[src/design/srcg_defs.vh]
`ifndef SRCG_DEFS_VH
`define SRCG_DEFS_VH

// ==========================================================
// register offsets (byte addresses on the wishbone slave)
`define SRCG_SWRST_OFS 8'h00
`define SRCG_CGATE_OFS 8'h04
`define SRCG_ADDR_W 8

// ==========================================================
// software_reset_control fields
`define SRCG_SWRST_MON_LSB 0
`define SRCG_SWRST_RSVD5_BIT 5
`define SRCG_SWRST_TDC_BIT 6
`define SRCG_SWRST_OCSS_BIT 7
// writable mask: bits 7:0 (upper fields not held by this block)
`define SRCG_SWRST_WMASK 16'h00ff
`define SRCG_SWRST_RST 16'h0000

// ==========================================================
// block_clock_gating fields
`define SRCG_CGATE_FUSE_BIT 0
`define SRCG_CGATE_MON_LSB 1
`define SRCG_CGATE_RSVD6_BIT 6
`define SRCG_CGATE_WMASK 16'h007f
`define SRCG_CGATE_RST 16'h0000

// ==========================================================
// misc
`define SRCG_NUM_MON 5
`define SRCG_ACK_LATENCY 1

`endif

[src/design/srcg_ctrl.v]
// Operation
// RULE_01 - bit 7 set holds overclock and both spread engines in reset.
// RULE_02 - bit 6 set holds the tdc pll digital logic in reset.
// RULE_03 - software sets bit 6 while reprogramming tdc pll settings.
// RULE_04 - reset bit n holds clock monitor n in reset; monitor 4 is refin.
// RULE_05 - software holds a monitor reset while reprogramming its settings.
// RULE_06 - gate bit n+1 stops the clock of monitor n.
// RULE_07 - gate bit 0 gates the fuse memory interface clock.
// RULE_08 - software clears gate bit 0 before any fuse memory access.
// RULE_09 - a stored fuse image never sets the fuse interface gate bit.
// RULE_10 - reserved rw bits store only; reserved ro bits read zero.
//
// Local design decisions: the Wishbone register port and the placing of the registers.
`timescale 1ns/1ps
`default_nettype none
`include "srcg_defs.vh"

module srcg_ctrl (
    // clock, reset, enable
    input wire ref_clk,
    input wire arst_n,
    input wire clk_en,
    // wishbone classic slave
    input wire wb_cyc_i,
    input wire wb_stb_i,
    input wire wb_we_i,
    input wire [7:0] wb_adr_i,
    input wire [3:0] wb_sel_i,
    input wire [31:0] wb_dat_i,
    output reg [31:0] wb_dat_o,
    output reg wb_ack_o,
    output reg wb_err_o,
    // sub-block resets, active high
    output reg overclock_spread_engine_reset,
    output reg tdc_pll_logic_reset,
    output wire input0_monitor_reset,
    output wire input1_monitor_reset,
    output wire input2_monitor_reset,
    output wire input3_monitor_reset,
    output wire refin_monitor_reset,
    // clock gate requests, high stops the clock
    output wire input0_monitor_gate,
    output wire input1_monitor_gate,
    output wire input2_monitor_gate,
    output wire input3_monitor_gate,
    output wire refin_monitor_gate,
    output reg fuse_interface_gate
);
    // ==========================================================
    // sizes
    localparam NUM_MON = `SRCG_NUM_MON;

    // ==========================================================
    // bus state
    // one-hot: idle takes a request, answer drives ack or err
    // for exactly one cycle and then returns to idle
    localparam [1:0] ST_IDLE = 2'b01;
    localparam [1:0] ST_ANSWER = 2'b10;
    reg [1:0] state_q;
    reg [1:0] state_d;

    // ==========================================================
    // bus decode
    // a request is taken only in idle, so the cycle in which ack
    // stands can never be taken as a second request
    wire req = wb_cyc_i && wb_stb_i && state_q[0];
    wire hit_rst = (wb_adr_i == `SRCG_SWRST_OFS);
    wire hit_cg = (wb_adr_i == `SRCG_CGATE_OFS);
    wire hit = hit_rst || hit_cg;
    // writes need clk_en too; a frozen block must not change state
    wire do_wr = req && wb_we_i && clk_en;
    wire do_rd = req && !wb_we_i;

    always @* begin
        case (state_q)
            ST_IDLE: begin
                if (req) begin
                    state_d = ST_ANSWER;
                end else begin
                    state_d = ST_IDLE;
                end
            end
            ST_ANSWER: begin
                state_d = ST_IDLE;
            end
            default: begin
                state_d = ST_IDLE;
            end
        endcase
    end

    always @(posedge ref_clk or negedge arst_n) begin
        if (!arst_n) begin
            state_q <= ST_IDLE;
        end else if (clk_en) begin
            state_q <= state_d;
        end
    end

    // ==========================================================
    // register storage
    wire [15:0] swrst_val;
    wire [15:0] cgate_val;

    // RULE_10 reserved bit storage
    srcg_cfg_reg #(
        .WMASK(`SRCG_SWRST_WMASK),
        .RST_VAL(`SRCG_SWRST_RST)
    ) u_swrst (
        .ref_clk(ref_clk),
        .arst_n(arst_n),
        .clk_en(clk_en),
        .wr_en(do_wr && hit_rst),
        .byte_en(wb_sel_i[1:0]),
        .wr_data(wb_dat_i[15:0]),
        .value(swrst_val)
    );

    // RULE_10 reserved bit storage, gate word
    srcg_cfg_reg #(
        .WMASK(`SRCG_CGATE_WMASK),
        .RST_VAL(`SRCG_CGATE_RST)
    ) u_cgate (
        .ref_clk(ref_clk),
        .arst_n(arst_n),
        .clk_en(clk_en),
        .wr_en(do_wr && hit_cg),
        .byte_en(wb_sel_i[1:0]),
        .wr_data(wb_dat_i[15:0]),
        .value(cgate_val)
    );

    // ==========================================================
    // read data selection
    // bits 31:16 and the read-only fields come back as zero; an
    // unmapped read also returns zero next to its err strobe
    reg [31:0] rdata_d;
    always @* begin
        rdata_d = 32'h0000_0000;
        if (hit_rst) begin
            rdata_d = {16'h0000, swrst_val};
        end else if (hit_cg) begin
            rdata_d = {16'h0000, cgate_val};
        end
    end

    // ==========================================================
    // bus answer: ack or err one cycle after the request is taken
    always @(posedge ref_clk or negedge arst_n) begin
        if (!arst_n) begin
            wb_ack_o <= 1'b0;
            wb_err_o <= 1'b0;
            wb_dat_o <= 32'h0000_0000;
        end else if (clk_en) begin
            wb_ack_o <= req && hit;
            wb_err_o <= req && !hit;
            // data stands only with the read ack, zero otherwise
            if (do_rd && hit) begin
                wb_dat_o <= rdata_d;
            end else begin
                wb_dat_o <= 32'h0000_0000;
            end
        end
    end

    // ==========================================================
    // field extraction
    // every control bit is pulled out of the stored words here, so
    // the layout lives in one place; reserved bits feed nothing
    wire engine_reset_d;
    wire tdc_reset_d;
    wire fuse_gate_d;
    wire [NUM_MON-1:0] mon_reset_d;
    wire [NUM_MON-1:0] mon_gate_d;
    wire [NUM_MON-1:0] mon_reset_q;
    wire [NUM_MON-1:0] mon_gate_q;

    // RULE_01 engine reset source
    assign engine_reset_d = swrst_val[`SRCG_SWRST_OCSS_BIT];
    // RULE_02 tdc reset source
    assign tdc_reset_d = swrst_val[`SRCG_SWRST_TDC_BIT];
    // RULE_07 fuse gate source
    assign fuse_gate_d = cgate_val[`SRCG_CGATE_FUSE_BIT];
    // RULE_04 monitor reset field
    assign mon_reset_d = swrst_val[`SRCG_SWRST_MON_LSB +: NUM_MON];
    // RULE_06 monitor gate field, one place above its reset bit
    assign mon_gate_d = cgate_val[`SRCG_CGATE_MON_LSB +: NUM_MON];

    // ==========================================================
    // engine, tdc and fuse controls
    // registered so that a bus write can never glitch a reset line
    always @(posedge ref_clk or negedge arst_n) begin
        if (!arst_n) begin
            overclock_spread_engine_reset <= 1'b0;
            tdc_pll_logic_reset <= 1'b0;
            fuse_interface_gate <= 1'b0;
        end else if (clk_en) begin
            // RULE_01 engine reset hold
            overclock_spread_engine_reset <= engine_reset_d;
            // RULE_02 tdc logic hold
            tdc_pll_logic_reset <= tdc_reset_d;
            // RULE_07 fuse clock gate
            fuse_interface_gate <= fuse_gate_d;
        end
    end

    // ==========================================================
    // per-monitor reset and gate flops
    genvar n;
    generate
        for (n = 0; n < NUM_MON; n = n + 1) begin : g_mon
            reg rst_q;
            reg gate_q;
            // RULE_04 monitor reset hold
            // RULE_06 monitor clock stop
            always @(posedge ref_clk or negedge arst_n) begin
                if (!arst_n) begin
                    rst_q <= 1'b0;
                    gate_q <= 1'b0;
                end else if (clk_en) begin
                    rst_q <= mon_reset_d[n];
                    gate_q <= mon_gate_d[n];
                end
            end
            assign mon_reset_q[n] = rst_q;
            assign mon_gate_q[n] = gate_q;
        end
    endgenerate

    // ==========================================================
    // monitor port map; index 4 serves the reference input
    assign input0_monitor_reset = mon_reset_q[0];
    assign input1_monitor_reset = mon_reset_q[1];
    assign input2_monitor_reset = mon_reset_q[2];
    assign input3_monitor_reset = mon_reset_q[3];
    assign refin_monitor_reset = mon_reset_q[4];
    assign input0_monitor_gate = mon_gate_q[0];
    assign input1_monitor_gate = mon_gate_q[1];
    assign input2_monitor_gate = mon_gate_q[2];
    assign input3_monitor_gate = mon_gate_q[3];
    assign refin_monitor_gate = mon_gate_q[4];
endmodule // srcg_ctrl

`default_nettype wire

[src/design/srcg_cfg_reg.v]
`timescale 1ns/1ps
`default_nettype none

// ==========================================================
// one 16-bit control register with write mask and byte enables
module srcg_cfg_reg #(
    parameter [15:0] WMASK = 16'hffff,
    parameter [15:0] RST_VAL = 16'h0000
) (
    // clock and reset
    input wire ref_clk,
    input wire arst_n,
    input wire clk_en,
    // write port
    input wire wr_en,
    input wire [1:0] byte_en,
    input wire [15:0] wr_data,
    // stored value
    output wire [15:0] value
);
    reg [15:0] reg_q;
    reg [15:0] reg_d;
    integer i;

    always @* begin
        reg_d = reg_q;
        for (i = 0; i < 16; i = i + 1) begin
            if (wr_en && byte_en[i / 8] && WMASK[i]) begin
                reg_d[i] = wr_data[i];
            end
        end
    end

    // read-only bits stay at reset value, which is zero
    always @(posedge ref_clk or negedge arst_n) begin
        if (!arst_n) begin
            reg_q <= RST_VAL;
        end else if (clk_en) begin
            reg_q <= reg_d & WMASK;
        end
    end

    assign value = reg_q;
endmodule // srcg_cfg_reg

`default_nettype wire

[config.mk]
export PLATFORM = sky130hd
export DESIGN_NAME = srcg_ctrl
export DESIGN_NICKNAME = d
export VERILOG_FILES = /design/src/design/srcg_ctrl.v /design/src/design/srcg_cfg_reg.v
export VERILOG_INCLUDE_DIRS = /design/src /design/src/design
export SDC_FILE = /design/constraint.sdc
export NUM_CORES = 1
export LEC_CHECK = 0
export BUFFER_PORTS_ARGS = -buffer_cell sky130_fd_sc_hd__buf_2
export CORE_AREA = 2 2 75 77
export CTS_BUF_LIST = sky130_fd_sc_hd__clkbuf_4
export CTS_CLUSTER_DIAMETER = 100
export CTS_CLUSTER_SIZE = 16
export DETAILED_ROUTE_END_ITERATION = 12
export DIE_AREA = 0 0 77 79
export PLACE_DENSITY = 0.8
export SLEW_MARGIN = 0
export SYNTH_ARGS = -nofsm -noshare
export SYNTH_HDL_FRONTEND = slang
export SYNTH_HIERARCHICAL = 1
export SYNTH_SLANG_ARGS = --single-unit
export TNS_END_PERCENT = 5
[constraint.sdc]
create_clock -name ref_clk -period 2.2 [get_ports ref_clk]
set_input_delay 0.22 -clock ref_clk [delete_from_list [all_inputs] [get_ports ref_clk]]
set_output_delay 0.22 -clock ref_clk [all_outputs]
set_load 0.02 [all_outputs]
==> metrics.cfg <==
[clock_network]
cts_root_buf=clkbuf_4
cts_tree=done
post_cts_buffers=0
cts.path.max_buffers=2
path_clk_slew_ps=140
clk_latency_ps=350
htreeDepth=2
clock-sinks=48
cts_buffers=5

[global_route]
grt.total_usage=0.134
grt_first_pass_wirelength_um=6210
grt_pass1_vias=1252
grt_max_degree=31
grt_overflow_total=0
antenna_found_initial=0

[worst_setup_path]
critPathMaxFanout=7
slowest_stage=dfstp_2
cp_cell_sequence=and4_1, nand2_1, nor3_1, nand3_4, mux2_2
crit_type=reg -> reg
worst_setup_path_start_kind=flip-flop
worstSetupEndpointType=flip-flop
worstSetupStartpoint=state_q[0]
r2r_start=state_q[0]
critPathArrivalTime_ps=2170
required_ps=2450
slowest_delay_ps=570

[route]
totalWireLength_um=4000
firstDrtPassIters=4
ant_nets=0
route.detailed.vias_per_inst=4.57
route.detailed.drc=0
drtIter0Drc=27
wl_per_cell_um=13.4
num_vias=1363

[logic_synthesis]
seq_area_frac_synth=0.526
ys_types=24
yosys.area.top_type=dfrtp_1
synth_top_family_by_area=multiplexers
ys_seq_elements=48
synthSimpleGateAreaFrac=0.0536
synth_mux_area_frac=0.212
synthCells=168
async_reset_ff_frac=1.00
synthAdderAreaFrac=0
avgSynthCellArea_um2=13.6
yosysMostFrequentCell=dfrtp_1
synth-edff-count=0
yosysTopAreaCellShare=0.515
synth.cells.most_frequent=dfrtp_1 (47), buf_4 (34), mux2_2 (28), mux2i_1 (17), o2bb2ai_1 (16)
synth_xor_area_frac=0
yosysWarnings=6
synthFlopType=dfrtp_1
synthTopCellsByArea=dfrtp_1 (51%), mux2_2 (14%), buf_4 (11%)
synth_area_um2=2290
synth-compound-area-share=0.0750

[final_layout]
utilization=0.491
syn_to_final_growth_pct=14.7
antenna_cells=0
drive_gt1_frac=0.442
design_area_um2=2620
instances_no_fill=298
n_fill_cell=508
num-nets-final=275

[power_and_ir_drop]
power_density_nw_per_um2=639
p_total_mw=1.68
pwr-share-comb=0.080
leakagePower_nw=1.46
intPower_mw=1.30
p_seq_frac=0.533
ir_drop_mv=0.374
p_switching_uw=375
swShare=0.224
p_clk_frac=0.387

[placement]
dp_slack_ps=302
port_buffers=53
place.gp.congestion=0.705
dp.final_hpwl_um=2910
place_area_um2=2510
dpl.cell_count=289

[timing]
setup_viol=0
final.min_clock_period_ps=1920
timing.final.ws_setup_ps=275
finalHoldViolCount=0
relSlewSlack=0.569
worst_slew_pin_slew_ps=647
clock-skew-final_ps=7.09
holdWs_ps=96.4
rsz0062_at_grt=no
fin_crit_sh=0.875
drv_slew=0
setup_tns_ps=0
max_clock_freq_mhz=520

[worst_hold_path]
hp-start=wb_dat_i[4]
hp-class=in -> reg

[job]
maxCapViolCount=0

[floorplanning]
start_util=0.428
io_pins=97
dieWidth_um=77
core-area_um2=5340
num_rows=27
die_area_um2=6080
die_height_um=79

[run_status]
outcome=finished, final reports clean

==> flip-flops by register name (all words and copies together), names as in the netlist, 2 cells and up <==
signal	cells
state_q	2
wb_dat_o	16
u_swrst/value	8
u_cgate/value	7
==> power by group through the flow <==
stage               Clock (mW)  Sequential (mW)  Combinational (mW)
finish                   0.649            0.893               0.134
detailed placement           0            0.910               0.134
global placement             0            0.909               0.132
floorplan                    0            0.912               0.116
CTS                      0.672            0.893               0.135
global route             0.706            0.894               0.149
==> metal layers <==
metal / wire (µm) / GRT usage / vias to the layer above / share of wire
met5: 0 / 0 / - / 0
li1: - / - / 646 / -
met1: 1830 / 0.175 / 671 / 0.46
met2: 1960 / 0.220 / 39 / 0.49
met3: 157 / 0.0250 / 7 / 0.039
met4: 55 / 0.0589 / 0 / 0.014
==> critical path: cells and delay by family, from the launching register on <==
| family | cells | cell delay (ps) |
|---|---|---|
| DFF | 1 | 570 |
| and+or+nand+nor | 4 | 920 |
| muxes | 1 | 330 |
==> timing repair <==
| action | 4_1_cts | 5_1_grt |
|---|---|---|
| hold buffers | 1 | 0 |
| hold endpoints to repair | 27 | 0 |
| resized for setup | 0 | 0 |
==> area by class of cell <==
class	count	area [µm²]	share of cell area
Multi-Input combinational cell	109	903	0.345
Timing Repair Buffer	59	313	0.119
Clock inverter	2	60.1	0.0229
Clock buffer	6	45.0	0.0172
Tap cell	72	90.1	0.0344
Inverter	2	7.51	0.00286
Sequential cell	48	1200	0.459
==> placed cells by master, fill, tap and decap left out, drive strengths merged <==
cell         count
mux2            28
a21oi            1
dfstp            1
nand4b           1
nor4             1
dlygate4sd3      1
and4             1
o2bb2ai         16
clkbuf           6
nand3            2
a32o             1
buf             58
nand4            1
o22a             1
mux2i           17
dfrtp           47
nor3             3
conb            33
clkinv           1
nand2            2
bufinv           2
a21o             1
inv              1
==> worst paths after layout <==
kind / to / slack, ps / depth (start not counted)
max in group asynchronous: wb_dat_o[10] / 1200 / 3
max reg2reg: u_cgate/value[5] / 280 / 5
min in group asynchronous: u_swrst/value[0] / 410 / 2
min reg2reg: state_q[1] / 490 / 1
max: u_cgate/value[5] / 280 / 5
min: u_cgate/value[4] / 100 / 2
==> logic make-up after synthesis <==
kind of cell           after synthesis
buffers and inverters               41
other                                3
AND/OR/NAND/NOR                     11
AO/OA/AOI/OAI                       20
flip-flops                          48
multiplexers                        45
Power figures use the tool's default switching activity.
